$ cat config.mk
export PLATFORM = sky130hd
export DESIGN_NAME = qdc_ctrl
export DESIGN_NICKNAME = d
export VERILOG_FILES = /design/src/rtl/qdc_pkg.sv /design/src/rtl/qdc_channel.sv /design/src/rtl/qdc_ctrl.sv
export SDC_FILE = /design/constraint.sdc
export NUM_CORES = 1
export LEC_CHECK = 0
export ABC_CLOCK_PERIOD_IN_PS = 2650
export BUFFER_PORTS_ARGS = -buffer_cell sky130_fd_sc_hd__buf_2
export CORE_AREA = 2 2 146 148
export CTS_CLUSTER_DIAMETER = 40
export CTS_CLUSTER_SIZE = 14
export DETAILED_ROUTE_END_ITERATION = 10
export DIE_AREA = 0 0 148 150
export PLACE_DENSITY_LB_ADDON = 0.25
export SETUP_SLACK_MARGIN = 0.05
export SLEW_MARGIN = 25
export SYNTH_ARGS = -nofsm -noshare
export SYNTH_HDL_FRONTEND = slang
export SYNTH_SLANG_ARGS = --single-unit
export TNS_END_PERCENT = 30
$ cat constraint.sdc
create_clock -name i_core_clk -period 2.65 [get_ports i_core_clk]
set_input_delay 0.53 -clock i_core_clk [delete_from_list [all_inputs] [get_ports i_core_clk]]
set_output_delay 0.53 -clock i_core_clk [all_outputs]
set_load 0.02 [all_outputs]
$ cat src/rtl/qdc_pkg.sv
// Function
// - Four channels, each holding a 10-bit result at subaddress 0 to 3.
// - A channel integrates during its gate; gate end starts conversion.
// - Four-bit status register, one independent done flag per channel.
// - Finished conversion sets only that channel's done flag.
// - L line is OR of flags while enable latch is set.
// - Read places addressed 10-bit result on R1 to R10.
// - Overrange forces every result bit to one.
// - F25 fires a 40 to 50 ns gate on all channels.
// - Test command accepted with any subaddress 0 to 15.
// - Commands execute only while station line is asserted.
// - F0 A0-3 reads selected result without changing it.
// - F1 A12 reads status, channel 0 on R1 upward.
// - F2 A0-3 reads selected result then clears it.
// - F8 A12 answers Q with request level, no state change.
// - F9 A0-3 clears only the selected result.
// - F10 A0-3 clears only the selected flag; F24 A12 disables, F26 A12 enables latch.
// - Inhibit blocks gate acceptance on all channels.
// - Z clears registers and disables requests; C clears registers only.
// - Q and X asserted for listed commands; F8 Q follows request.
// - Conversion finishes within 20.5 us after gate ends.
package qdc_pkg;
    localparam int          NUM_CH        = 4;
    localparam int          RES_W         = 10;
    localparam int          CLK_MHZ       = 100;
    localparam int          CONV_MAX_NS   = 20500;
    localparam int          CONV_CYC      = (CONV_MAX_NS * CLK_MHZ) / 1000;
    localparam int          TGATE_MIN_NS  = 40;
    localparam int          TGATE_CYC     = (TGATE_MIN_NS * CLK_MHZ + 999) / 1000;
    localparam logic [4:0]  F_READ        = 5'h00;
    localparam logic [4:0]  F_RD_STAT     = 5'h01;
    localparam logic [4:0]  F_RD_CLR      = 5'h02;
    localparam logic [4:0]  F_TEST_LAM    = 5'h08;
    localparam logic [4:0]  F_CLR_RES     = 5'h09;
    localparam logic [4:0]  F_CLR_LAM     = 5'h0a;
    localparam logic [4:0]  F_DIS_LAM     = 5'h18;
    localparam logic [4:0]  F_TEST_ALL    = 5'h19;
    localparam logic [4:0]  F_ENA_LAM     = 5'h1a;
    localparam logic [3:0]  A_MODULE      = 4'hc;
    localparam logic [9:0]  RES_RESET     = 10'h000;
    localparam logic        LAM_EN_RESET  = 1'b0;

    typedef struct packed {
        logic       station;
        logic       strobe;
        logic [4:0] func;
        logic [3:0] subaddr;
    } qdc_cmd_t;

    typedef enum logic [1:0] {
        QDC_IDLE = 2'b00,
        QDC_INTG = 2'b01,
        QDC_CONV = 2'b10
    } qdc_state_t;
endpackage

$ cat src/rtl/qdc_channel.sv
`timescale 1ns/1ns
module qdc_channel
    import qdc_pkg::*;
#(
    parameter int RES_WIDTH  = RES_W,
    parameter int CONV_LIMIT = CONV_CYC
) (
    // Clock and reset
    input  wire logic                 i_core_clk,
    input  wire logic                 i_rst_n,
    input  wire logic                 i_ce,
    // Conversion
    input  wire logic                 i_gate,
    input  wire logic                 i_inhibit,
    input  wire logic [RES_WIDTH-1:0] i_sample,
    input  wire logic                 i_overrange,
    input  wire logic                 i_conv_done,
    // Control
    input  wire logic                 i_clear,
    output logic [RES_WIDTH-1:0]      o_result,
    output logic                      o_done
);
    qdc_state_t           state_reg;
    qdc_state_t           state_next;
    logic [15:0]          cnt_reg;
    logic [RES_WIDTH-1:0] result_reg;
    logic                 finish;

    initial begin
        if (CONV_LIMIT < 1 || CONV_LIMIT > 65535 || RES_WIDTH < 1) begin
            $error("qdc_channel: bad parameters");
        end
    end

    // Done when the analog side reports, or at the worst-case bound
    assign finish = (state_reg == QDC_CONV) &&
                    (i_conv_done || cnt_reg == 16'(CONV_LIMIT - 1));

    always_comb begin
        state_next = state_reg;
        case (state_reg)
            QDC_IDLE: if (i_gate && !i_inhibit) state_next = QDC_INTG;
            QDC_INTG: if (!i_gate) state_next = QDC_CONV;
            QDC_CONV: if (finish) state_next = QDC_IDLE;
            default:  state_next = QDC_IDLE;
        endcase
    end

    always_ff @(posedge i_core_clk or negedge i_rst_n) begin
        if (!i_rst_n) begin
            state_reg  <= QDC_IDLE;
            cnt_reg    <= 16'h0000;
            result_reg <= RES_RESET;
        end else if (i_ce) begin
            state_reg <= state_next;
            cnt_reg   <= (state_reg == QDC_CONV) ? cnt_reg + 16'h0001 : 16'h0000;
            if (finish) begin
                result_reg <= i_overrange ? {RES_WIDTH{1'b1}} : i_sample;
            end else if (i_clear) begin
                result_reg <= RES_RESET;
            end
        end
    end

    assign o_result = result_reg;
    assign o_done   = finish && i_ce;

    a_conv_bound: assert property (@(posedge i_core_clk) disable iff (!i_rst_n)
        (state_reg == QDC_CONV) |-> cnt_reg < 16'(CONV_LIMIT))
        else $error("conversion overran its bound");
    a_ovr_ones: assert property (@(posedge i_core_clk) disable iff (!i_rst_n)
        (finish && i_ce && i_overrange) |=> result_reg == {RES_WIDTH{1'b1}})
        else $error("overrange did not saturate");
endmodule

$ cat src/rtl/qdc_ctrl.sv
`timescale 1ns/1ns
module qdc_ctrl
    import qdc_pkg::*;
#(
    parameter int CONV_LIMIT = CONV_CYC,
    parameter int TEST_GATE  = TGATE_CYC
) (
    // Clock and reset
    input  wire logic                    i_core_clk,
    input  wire logic                    i_rst_n,
    input  wire logic                    i_ce,
    // Dataway command
    input  wire qdc_cmd_t                i_cmd,
    input  wire logic                    i_inhibit,
    input  wire logic                    i_init_z,
    input  wire logic                    i_clear_c,
    // Dataway response
    output logic [RES_W-1:0]             o_read_data,
    output logic                         o_q,
    output logic                         o_x,
    output logic                         o_lam,
    // Front end
    input  wire logic [NUM_CH-1:0]       i_channel_gate_input,
    input  wire logic [NUM_CH*RES_W-1:0] i_sample,
    input  wire logic [NUM_CH-1:0]       i_overrange,
    input  wire logic [NUM_CH-1:0]       i_conv_done,
    output logic [NUM_CH-1:0]            o_channel_gate
);
    logic [NUM_CH-1:0]       flags_reg;
    logic [NUM_CH-1:0]       flags_next;
    logic                    lam_en_reg;
    logic [3:0]              tgate_reg;
    logic [RES_W-1:0]        rdata_reg;
    logic                    q_reg;
    logic                    x_reg;
    logic [NUM_CH*RES_W-1:0] results;
    logic [NUM_CH-1:0]       done;
    logic [NUM_CH-1:0]       ch_sel;
    logic [NUM_CH-1:0]       res_clear;
    logic [NUM_CH-1:0]       flag_clear;
    logic                    cmd_on;
    logic                    a_chan;
    logic                    a_mod;
    logic                    do_read;
    logic                    do_stat;
    logic                    do_rdclr;
    logic                    do_tlam;
    logic                    do_clr;
    logic                    do_clam;
    logic                    do_dis;
    logic                    do_test;
    logic                    do_ena;
    logic                    listed;
    logic                    req_level;
    logic                    test_gate;
    logic [RES_W-1:0]        sel_result;

    initial begin
        if (TEST_GATE < 1 || TEST_GATE > 15 || CONV_LIMIT < 1) begin
            $error("qdc_ctrl: bad parameters");
        end
    end

    // Command decode, qualified by station and strobe
    assign cmd_on   = i_cmd.station && i_cmd.strobe;
    assign a_chan   = (i_cmd.subaddr[3:2] == 2'b00);
    assign a_mod    = (i_cmd.subaddr == A_MODULE);
    assign do_read  = cmd_on && i_cmd.func == F_READ && a_chan;
    assign do_stat  = cmd_on && i_cmd.func == F_RD_STAT && a_mod;
    assign do_rdclr = cmd_on && i_cmd.func == F_RD_CLR && a_chan;
    assign do_tlam  = cmd_on && i_cmd.func == F_TEST_LAM && a_mod;
    assign do_clr   = cmd_on && i_cmd.func == F_CLR_RES && a_chan;
    assign do_clam  = cmd_on && i_cmd.func == F_CLR_LAM && a_chan;
    assign do_dis   = cmd_on && i_cmd.func == F_DIS_LAM && a_mod;
    assign do_test  = cmd_on && i_cmd.func == F_TEST_ALL;
    assign do_ena   = cmd_on && i_cmd.func == F_ENA_LAM && a_mod;
    assign listed   = do_read | do_stat | do_rdclr | do_tlam | do_clr |
                      do_clam | do_dis | do_test | do_ena;

    assign ch_sel     = NUM_CH'(1) << i_cmd.subaddr[1:0];
    assign res_clear  = ({NUM_CH{do_rdclr | do_clr}} & ch_sel) |
                        {NUM_CH{i_init_z | i_clear_c}};
    assign flag_clear = ({NUM_CH{do_clam}} & ch_sel) |
                        {NUM_CH{i_init_z | i_clear_c}};
    // A new completion wins over a clear in the same cycle
    assign flags_next = (flags_reg & ~flag_clear) | done;
    assign req_level  = lam_en_reg && (|flags_reg);
    assign test_gate  = (tgate_reg != 4'h0);
    assign sel_result = results[i_cmd.subaddr[1:0]*RES_W +: RES_W];

    // Test pulse shares each channel's gate path
    assign o_channel_gate = i_channel_gate_input | {NUM_CH{test_gate}};

    genvar g;
    generate
        for (g = 0; g < NUM_CH; g++) begin : g_ch
            qdc_channel #(
                .RES_WIDTH  (RES_W),
                .CONV_LIMIT (CONV_LIMIT)
            ) u_ch (
                .i_core_clk  (i_core_clk),
                .i_rst_n     (i_rst_n),
                .i_ce        (i_ce),
                .i_gate      (o_channel_gate[g]),
                .i_inhibit   (i_inhibit),
                .i_sample    (i_sample[g*RES_W +: RES_W]),
                .i_overrange (i_overrange[g]),
                .i_conv_done (i_conv_done[g]),
                .i_clear     (res_clear[g]),
                .o_result    (results[g*RES_W +: RES_W]),
                .o_done      (done[g])
            );
        end
    endgenerate

    always_ff @(posedge i_core_clk or negedge i_rst_n) begin
        if (!i_rst_n) begin
            flags_reg  <= 4'h0;
            lam_en_reg <= LAM_EN_RESET;
            tgate_reg  <= 4'h0;
        end else if (i_ce) begin
            flags_reg <= flags_next;
            if (i_init_z || do_dis) begin
                lam_en_reg <= 1'b0;
            end else if (do_ena) begin
                lam_en_reg <= 1'b1;
            end
            if (do_test) begin
                tgate_reg <= 4'(TEST_GATE);
            end else if (test_gate) begin
                tgate_reg <= tgate_reg - 4'h1;
            end
        end
    end

    // Response registered one cycle after the strobed command
    always_ff @(posedge i_core_clk or negedge i_rst_n) begin
        if (!i_rst_n) begin
            rdata_reg <= 10'h000;
            q_reg     <= 1'b0;
            x_reg     <= 1'b0;
        end else if (i_ce) begin
            x_reg <= listed;
            q_reg <= do_tlam ? req_level : listed;
            if (do_read || do_rdclr) begin
                rdata_reg <= sel_result;
            end else if (do_stat) begin
                rdata_reg <= {6'h00, flags_reg};
            end else begin
                rdata_reg <= 10'h000;
            end
        end
    end

    assign o_read_data = rdata_reg;
    assign o_q         = q_reg;
    assign o_x         = x_reg;
    assign o_lam       = req_level;

    a_lam_gating: assert property (@(posedge i_core_clk) disable iff (!i_rst_n)
        (i_ce && lam_en_reg && done != 4'h0 && !i_init_z && !do_dis) |=> o_lam)
        else $error("L line missed an enabled completion");
    a_done_sets: assert property (@(posedge i_core_clk) disable iff (!i_rst_n)
        (i_ce && done[0]) |=> flags_reg[0])
        else $error("done did not set its flag");
    a_station_req: assert property (@(posedge i_core_clk) disable iff (!i_rst_n)
        (i_ce && !i_cmd.station) |=> !o_x)
        else $error("X without station");
    a_unlisted_nox: assert property (@(posedge i_core_clk) disable iff (!i_rst_n)
        (i_ce && cmd_on && !listed) |=> (!o_x && !o_q))
        else $error("X for unlisted command");
    a_tlam_q: assert property (@(posedge i_core_clk) disable iff (!i_rst_n)
        (i_ce && do_tlam) |=> (o_q == $past(req_level) && o_x))
        else $error("test request Q wrong");
    a_test_pulse: assert property (@(posedge i_core_clk) disable iff (!i_rst_n)
        (i_ce && do_test && TEST_GATE == 4) |=> (&o_channel_gate) [*4])
        else $error("test gate too short");
    a_z_disables: assert property (@(posedge i_core_clk) disable iff (!i_rst_n)
        (i_ce && i_init_z && done == 4'h0) |=> (!lam_en_reg && flags_reg == 4'h0))
        else $error("Z did not clear");
    a_stat_read: assert property (@(posedge i_core_clk) disable iff (!i_rst_n)
        (i_ce && do_stat) |=> o_read_data == {6'h00, $past(flags_reg)})
        else $error("status read wrong");
    a_rdclr: assert property (@(posedge i_core_clk) disable iff (!i_rst_n)
        (i_ce && do_rdclr && done == 4'h0) |=> o_read_data == $past(sel_result))
        else $error("read and clear data wrong");
endmodule

# Word-level counts from Yosys, hierarchy flattened

Cells that the tools add are included.

Flip-flop bits (word level): 133
Bits of input ports: 69
Output and inout port bits: 17
Word-level logic and storage cells: 178

Add/subtract/negate cells: 5
Multipliers: 1
Eq/ne operators: 33
Shifts and indexed selects: 2
Mux-type cells: 39
Bitwise gates (word level): 18
Reduce and logical (&&, ||, !) cells: 62

Operator list:

| kind                    | number |
|---|---|
| $mux W10                | 13 |
| $add A16 B1 Y16 const B | 4 |
| $eq A16 B12 Y1 const B  | 4 |
| $mux W16                | 4 |
| $shiftx A40 B7 Y10      | 1 |
| $logic_and A1 B1 Y1     | 31 |
| $mux W2                 | 12 |
| $pmux W2 S3             | 4 |
| $ne A2 B1 Y1 const B    | 8 |
| $or A4 B4 Y4            | 4 |
| $reduce_and A4 Y1       | 4 |
| $eq A5 B4 Y1 const B    | 3 |
| $eq A5 B5 Y1 const B    | 3 |
| $and A4 B4 Y4           | 3 |
| $mux W4                 | 3 |
| $reduce_and A2 Y1       | 6 |
| $reduce_bool A2 Y1      | 6 |
| $logic_not A2 Y1        | 5 |
| $or A1 B1 Y1            | 10 |
| $eq A2 B1 Y1 const B    | 4 |
| $eq A2 B2 Y1 const B    | 4 |
| $ne A2 B2 Y1 const B    | 4 |
| $logic_or A1 B1 Y1      | 6 |
| $eq A5 B1 Y1 const B    | 1 |
| other kinds (11)        | 13 |

# Logic depth before layout (Yosys ltp)

Gate-level depths: netlist of run 1.

Depth after elaboration: 12
Depth in mapped cells: 7
Depth with buffers taken out: 6

# Cells and area by module

From an unflattened synthesis of run 1, not the netlist that was laid out.

Cell total of the unflattened synthesis: 714
Area total of the unflattened synthesis: 7214.4 µm²

By module, submodules not included:

| module      | times used | cells each | area an instance (µm²) |
|---|---|---|---|
| qdc_channel | 4          | 141        | 1417.6 |
| qdc_ctrl    | 1          | 150        | 1544.0 |

# Least setup slack after synthesis of run 1

OpenSTA, ideal clock, no wires.

Path kind: register -> output
From: reg tgate_reg[0]
To: out o_channel_gate[0]
Data arrival time: 1.428 ns
Data required time: 2.120 ns
Setup slack: 0.692 ns
Cell stages (with the launch flop): 6
Buffers on the path: 1
Cells stage by stage: dfrtp_1 > inv_1 > ha_1 > nor3b_1 > nand2b_1 > buf_4

Longest elaborated chain between the ends: 2

Ends and longest elaborated chain:

| what                   | RTL line        | source |
|---|---|---|
| start, declared        | qdc_ctrl.sv:32  | `logic [3:0] tgate_reg;` |
| start signal, assigned | qdc_ctrl.sv:129 | `tgate_reg <= 4'(TEST_GATE);` |
| start signal, assigned | qdc_ctrl.sv:131 | `tgate_reg <= tgate_reg - 4'h1;` |
| $reduce_bool A4 Y1     | qdc_ctrl.sv:88  | `assign test_gate = (tgate_reg != 4'h0);` |
| $or A4 B4 Y4           | qdc_ctrl.sv:92  | `assign o_channel_gate = i_channel_gate_input \| {NUM_CH{test_gate}};` |
| end, declared          | qdc_ctrl.sv:27  | `output logic [NUM_CH-1:0] o_channel_gate` |

No other way between the ends.

# Final worst setup path of run 1

From: reg tgate_reg[0]
To: out o_channel_gate[3]

Same word-level chain as after synthesis.

==> results.cfg, run 1 <==
[power_and_ir_drop]
p_per_area_mw_per_mm2 = 595.3
p_leak_nw = 3.621
vdd_drop_max_uv = 363.9
power_mw = 5.048

[routing]
drt_iter0_drc = 259
remaining_drc_errors = 0
first_pass_iters = 4
vias = 5572
ant_nets = 0
drt_wl_total_microns = 17360
via_per_inst = 5.103
wire_per_inst_microns = 15.89

[floorplan]
ios = 86
chipWidth_microns = 148
num_rows = 53
start_util_pct = 34.37
die_y_microns = 150
core_sq_mm = 0.02069
die_area_sq_mm = 0.02220

[clock_network]
clock_sinks = 133
clock_path_buffers = 2
cts_tree = done
root_buffer = clkbuf_16
cts_htree_levels = 4
hold_buffers = 0
cts_setup_buffers = 0
clkTransAtPathRegs_ps = 60
clock_latency_ps = 430
post_cts_resized = 0
cts_buffers = 17

[grt]
grt_pass1_vias = 5400
grtUsageMet1_pct = 21.36
grt_overflow = 0
grt-busiest-layer = met2
grt_use_total_pct = 16.32
met2_usage_pct = 26.78
grt_pass1_wl_microns = 28500
met3_usage_pct = 3.628
antenna_found_initial = 2
grt_start_max_net_pins = 82

[setup_path]
end_kind = output port
crit_path_start_kind = register
cpMostUsedCell = inv_1
reg2reg_to = g_ch[2].u_ch.o_result[4]
slowest_stage = or3b_2
cp_slowest_stage_delay_ps = 480
crit_start = tgate_reg[0]
r2r_setup_slack_ps = 830
cp.required_ps = 2120
critPathArrivalTime_ps = 1940
worstSetupPathType = register to output port
r2r-start = g_ch[2].u_ch.cnt_reg[8]
crit_chain = inv_1 -> ha_1 -> or3b_2 -> nor2_1 -> inv_1 -> buf_2
critPathCapture = o_channel_gate[3]
reg2regPathDepth = 5
cp_max_fo = 4

[placement]
globalplace.congestion = 0.7512
post-place-ws_ps = 380.8
io_buffers = 85
detailed_place_hpwl_microns = 12220
dp_cells = 1059

[synth]
synth_edf_count = 0
synthArstFlopShare_pct = 100.0
avgSynthCellArea_sq_um = 9.823
synthFlopType = dfrtp_1
synth_seq_cells = 133
synth.distinct_cells = 54
syn_area_sq_mm = 0.007112
yosysSeqAreaShare_pct = 46.80
synth_fp_nets = 803
ys_warn_count = 0
synth_cells = 724

[sta]
clock.fmax_mhz = 405.2
hold_viol_final = 0
period_needed_ps = 2468
finalCritPeriodShare_pct = 93.14
skew_ps = 15.81
fin_ws_ps = 181.9
maxSlewViolCount = 0
rsz0062_at_grt = no
setup_viol = 0
setup_tns_ps = 0
slew-limit-headroom_pct = 53.48
whs_ps = 79.62
worst_pin_slew_ps = 696.4

[hold_path]
hold_class = input port to async pin

[cells_and_area]
nets = 882
fillers = 2038
layout_commonest_cell = dfrtp_1
final_cell_count_no_fill = 1092
drive_gt1_share_pct = 19.73
areaGrowthSynthToFinish_pct = 19.25
multiInputGateArea_sq_mm = 0.003493
largest_register_ff_count = 64
regArea_sq_mm = 0.003328
final_cell_mix = 133 x dfrtp_1, 95 x nor2_1, 84 x buf_2, 64 x nand3_1, 50 x mux2i_1

[run_status]
outcome = finished, final reports clean

[job]
drv_cap = 0
cell families (layout without fill, tap and decap cells):
kind of cell,count (synthesis),count (layout),synth area share (%)
AND/OR/NAND/NOR,322,322,23.93
AO/OA/AOI/OAI,90,90,8.269
other,0,1,0
XOR/XNOR,39,39,4.803
buffers and inverters,69,161,4.082
multiplexers,61,61,10.36
adder cells (fa/ha/maj),10,10,1.759
flip-flops,133,133,46.80
metal layers:
metal / vias to the layer above / share of wire [%] / routed length, microns
met1: 2686 / 46 / 7902
met3: 24 / 4.2 / 737
li1: 2752 / - / -
met2: 108 / 48 / 8411
met4: 2 / 1.7 / 298
met5: - / 0.040 / 7
metrics by stage:
stage | util, % | area, sq um
global route | 40.99 | 8481
finish | 40.99 | 8481
global placement | 37.98 | 7859
floorplan | - | 7112
CTS | 40.98 | 8478
detailed placement | 37.98 | 7859
Yosys cell counts (all sizes together), types with 4 or more instances:
library cell | number | area [sq um]
xnor2 | 14 | 122.6
nor3b | 9 | 67.56
nor3 | 7 | 35.03
nand3 | 64 | 320.3
or3 | 15 | 100.1
and3 | 7 | 43.79
nor2b | 12 | 75.07
o22ai | 10 | 62.56
nand4 | 20 | 131.4
clkbuf | 22 | 82.58
nor4 | 23 | 143.9
o21ai | 29 | 145.1
nand2b | 8 | 50.05
xor2 | 25 | 219.0
nand2 | 31 | 116.4
ha | 10 | 125.1
mux2i | 50 | 500.5
and4 | 9 | 80.08
nor4b | 4 | 35.03
inv | 25 | 93.84
nor2 | 95 | 356.6
buf | 22 | 113.9
o2111ai | 5 | 68.82
a21oi | 23 | 115.1
dfrtp | 133 | 3328
mux4 | 10 | 225.2
a21o | 4 | 30.03
report_power, final:
| group | switching (mW) | internal, mW | total [mW] |
|---|---|---|---|
| clock network | 0.987 | 1.51 | 2.50 |
| registers | 0.0504 | 2.08 | 2.13 |
| logic | 0.240 | 0.174 | 0.414 |
worst max-delay path: cells and delay by family (launching register included):
kind	cells	cell delay (ps)
flops	1	400
buf+inv	3	290
fa+ha+maj	1	170
simple gates	2	660
cell type report:
cell class / count / area share, %
inverters: 25 / 1.107
repair buffers: 104 / 7.067
flip-flops and latches: 133 / 39.24
clock buffers: 18 / 5.060
multi-input cells: 522 / 41.19
clock inverters: 14 / 2.243
diodes: 1 / 0.02951
well taps: 275 / 4.057
worst min path at each step:
| stage | from | endpoint | cells past startpoint |
|---|---|---|---|
| after CTS | i_rst_n | g_ch[1].u_ch.cnt_reg[15] | 2 |
| after global routing | i_rst_n | g_ch[1].u_ch.cnt_reg[12] | 2 |
| after floorplan | i_rst_n | flags_reg[0] | 0 |
| after detailed placement | flags_reg[0] | flags_reg[0] | 1 |
| after global placement | flags_reg[0] | flags_reg[0] | 1 |
| final | i_rst_n | g_ch[1].u_ch.cnt_reg[15] | 2 |
Power figures use the tool's default switching activity.
==> run 2, diff against run 1 <==
==> constraint.sdc (replaced) <==
create_clock -name i_core_clk -period 2.65 [get_ports i_core_clk]
set_input_delay 0.265 -clock i_core_clk [delete_from_list [all_inputs] [get_ports i_core_clk]]
set_output_delay 0.265 -clock i_core_clk [all_outputs]
set_load 0.02 [all_outputs]
==> run 2 against run 1 <==
Against the previous run:
- count of clock-buffer cells in the layout unchanged
- combinational power about the same
- design area decreased by 0.37%
- register-to-register slack improved by 20 ps
- routed wire length increased by 0.74%
- critical path type unchanged
- critical endpoint is now o_channel_gate[2]
- highest routed layer unchanged
==> results.cfg, run 2 (synthesis gave the netlist of run 1 again) <==
[run_status]
outcome = finished, final reports clean

[power_and_ir_drop]
p_per_area_mw_per_mm2 = 587.3
p_int_mw = 3.673
clockPowerShare_pct = 48.6
vdd_drop_max_uv = 378.9
p_leak_nw = 3.604
switching_share_pct = 25.99
sequentialPowerShare_pct = 43.1
pwr-share-comb_pct = 8.3
p_switching_mw = 1.290

[clock_network]
cts_tree = done
root_buffer = clkbuf_16
clock_latency_ps = 430
cts_buffers = 17
clkTransAtPathRegs_ps = 60
post_cts_resized = 0
clock_sinks = 133
cts_htree_levels = 4
clock_path_buffers = 2

[cells_and_area]
final_cell_count_no_fill = 1091
utilization_pct = 40.84
drive_gt1_share_pct = 19.41
fillers = 2072
multiInputGateArea_sq_mm = 0.003493
areaGrowthSynthToFinish_pct = 18.81
nets = 880
layout_commonest_cell = dfrtp_1
final_cell_mix = 133 x dfrtp_1, 95 x nor2_1, 84 x buf_2, 64 x nand3_1, 50 x mux2i_1
regArea_sq_mm = 0.003328
largest_register_ff_count = 64

[setup_path]
crit_buf_inv = 3
critPathArrivalTime_ps = 2020
reg2reg_to = g_ch[3].u_ch.o_result[1]
cp.required_ps = 2380
end_kind = output port
slowest_stage = dfrtp_1
cp_max_fo = 6
cp_slowest_stage_delay_ps = 410
r2r-start = g_ch[3].u_ch.cnt_reg[1]
crit_chain = inv_1 -> ha_1 -> nor3b_1 -> buf_4 -> nand2b_1 -> buf_2
r2r_setup_slack_ps = 850
reg2regPathDepth = 6
crit_path_start_kind = register
crit_family = buffers and inverters
worstSetupPathType = register to output port

[sta]
period_needed_ps = 2285
rsz0062_at_grt = no
clock.fmax_mhz = 437.7
hold_viol_final = 0
finalCritPeriodShare_pct = 86.22
skew_ps = 16.93
maxSlewViolCount = 0
worst_pin_slew_ps = 676.2
slew-limit-headroom_pct = 54.82
setup_tns_ps = 0
setup_viol = 0

[routing]
remaining_drc_errors = 0
first_pass_iters = 5
ant_nets = 0
wire_per_inst_microns = 16.03
vias = 5550
via_per_inst = 5.087
drt_wl_total_microns = 17490
drt_iter0_drc = 241

[placement]
io_buffers = 85
globalplace.congestion = 0.7604
dp_cells = 1056
detailed_place_hpwl_microns = 12230

[floorplan]
num_rows = 53
ios = 86
start_util_pct = 34.37
chipWidth_microns = 148
core_sq_mm = 0.02069
die_y_microns = 150
die_area_sq_mm = 0.02220

[hold_path]
hold_depth = 2
hold_class = input port to register
hp-start = i_init_z
holdPathEnd = lam_en_reg

[grt]
grt_start_max_net_pins = 66
grt_use_total_pct = 16.36
grt_overflow = 0
grt_pass1_wl_microns = 28620
antenna_found_initial = 2
grt_pass1_vias = 5478

[job]
drv_cap = 0
-- run 2: cell count changes in the layout (fill, tap and decap cells not counted), sizes merged --
cell,change
clkinv,+4
buf,-3
bufinv,-1
dlygate4sd3,+1
inv,-2
clkinvlp,-1
diode,+1
-- run 2: power groups by stage --
stage	clock network [mW]	logic [mW]	registers, mW
final	2.41	0.413	2.14
after global routing	2.56	0.472	2.14
after CTS	2.45	0.422	2.14
after detailed placement	0	0.420	2.17
after global placement	0	0.414	2.17
after floorplan	0	0.246	2.16
-- run 2: worst reg2reg max path, cell delays in order (launching register included) --
cell	delay (ps)
dfrtp_1	410
inv_1	90
ha_1	140
nor3b_1	170
and4_1	240
o21ba_2	420
mux2i_1	260
-- run 2: how the worst max path moves through the flow --
stage,end,cells past startpoint,from
6_report,o_channel_gate[2],6,tgate_reg[0]
5_1_grt,o_channel_gate[2],6,tgate_reg[0]
4_1_cts,o_channel_gate[2],6,tgate_reg[0]
3_5_place_dp,o_read_data[3],6,i_cmd[8]
3_3_place_gp,o_read_data[2],5,i_cmd[0]
2_1_floorplan,o_channel_gate[0],5,tgate_reg[0]
-- run 2: repair_timing --
action                                 in CTS  in global routing
hold buffers                                1                  0
buffers inserted                            0                  0
endpoints found under the hold margin      62                  0
-- run 2: layout make-up --
class | instances | share of cell area (%)
Inverter | 25 | 1.111
Clock inverter | 14 | 1.999
Antenna cell | 2 | 0.05923
Tap cell | 275 | 4.072
Multi-Input combinational cell | 522 | 41.34
Timing Repair Buffer | 102 | 6.945
Clock buffer | 18 | 5.079
Sequential cell | 133 | 39.39
-- run 2: metal layers --
metal | global-route usage, % | part of all wire, % | vias to the layer above
met2 | 26.16 | 48 | 115
met1 | 21.91 | 46 | 2663
met4 | 5.857 | 1.6 | 2
met5 | 0 | 0.063 | -
li1 | - | - | 2754
met3 | 3.628 | 4.1 | 16
-- run 2: metrics by stage --
step / hold WS, ps / power [mW] / instance area, sq um / setup slack [ps]
floorplan: -30.59 / 2.408 / 7112 / 956.9
global placement: 313.9 / 2.586 / 7836 / 671.7
detailed placement: 314.9 / 2.594 / 7836 / 660.4
CTS: 46.46 / 5.013 / 8444 / 293.6
global route: 53.66 / 5.172 / 8447 / 271.4
finish: 50.35 / 4.962 / 8449 / 365.1
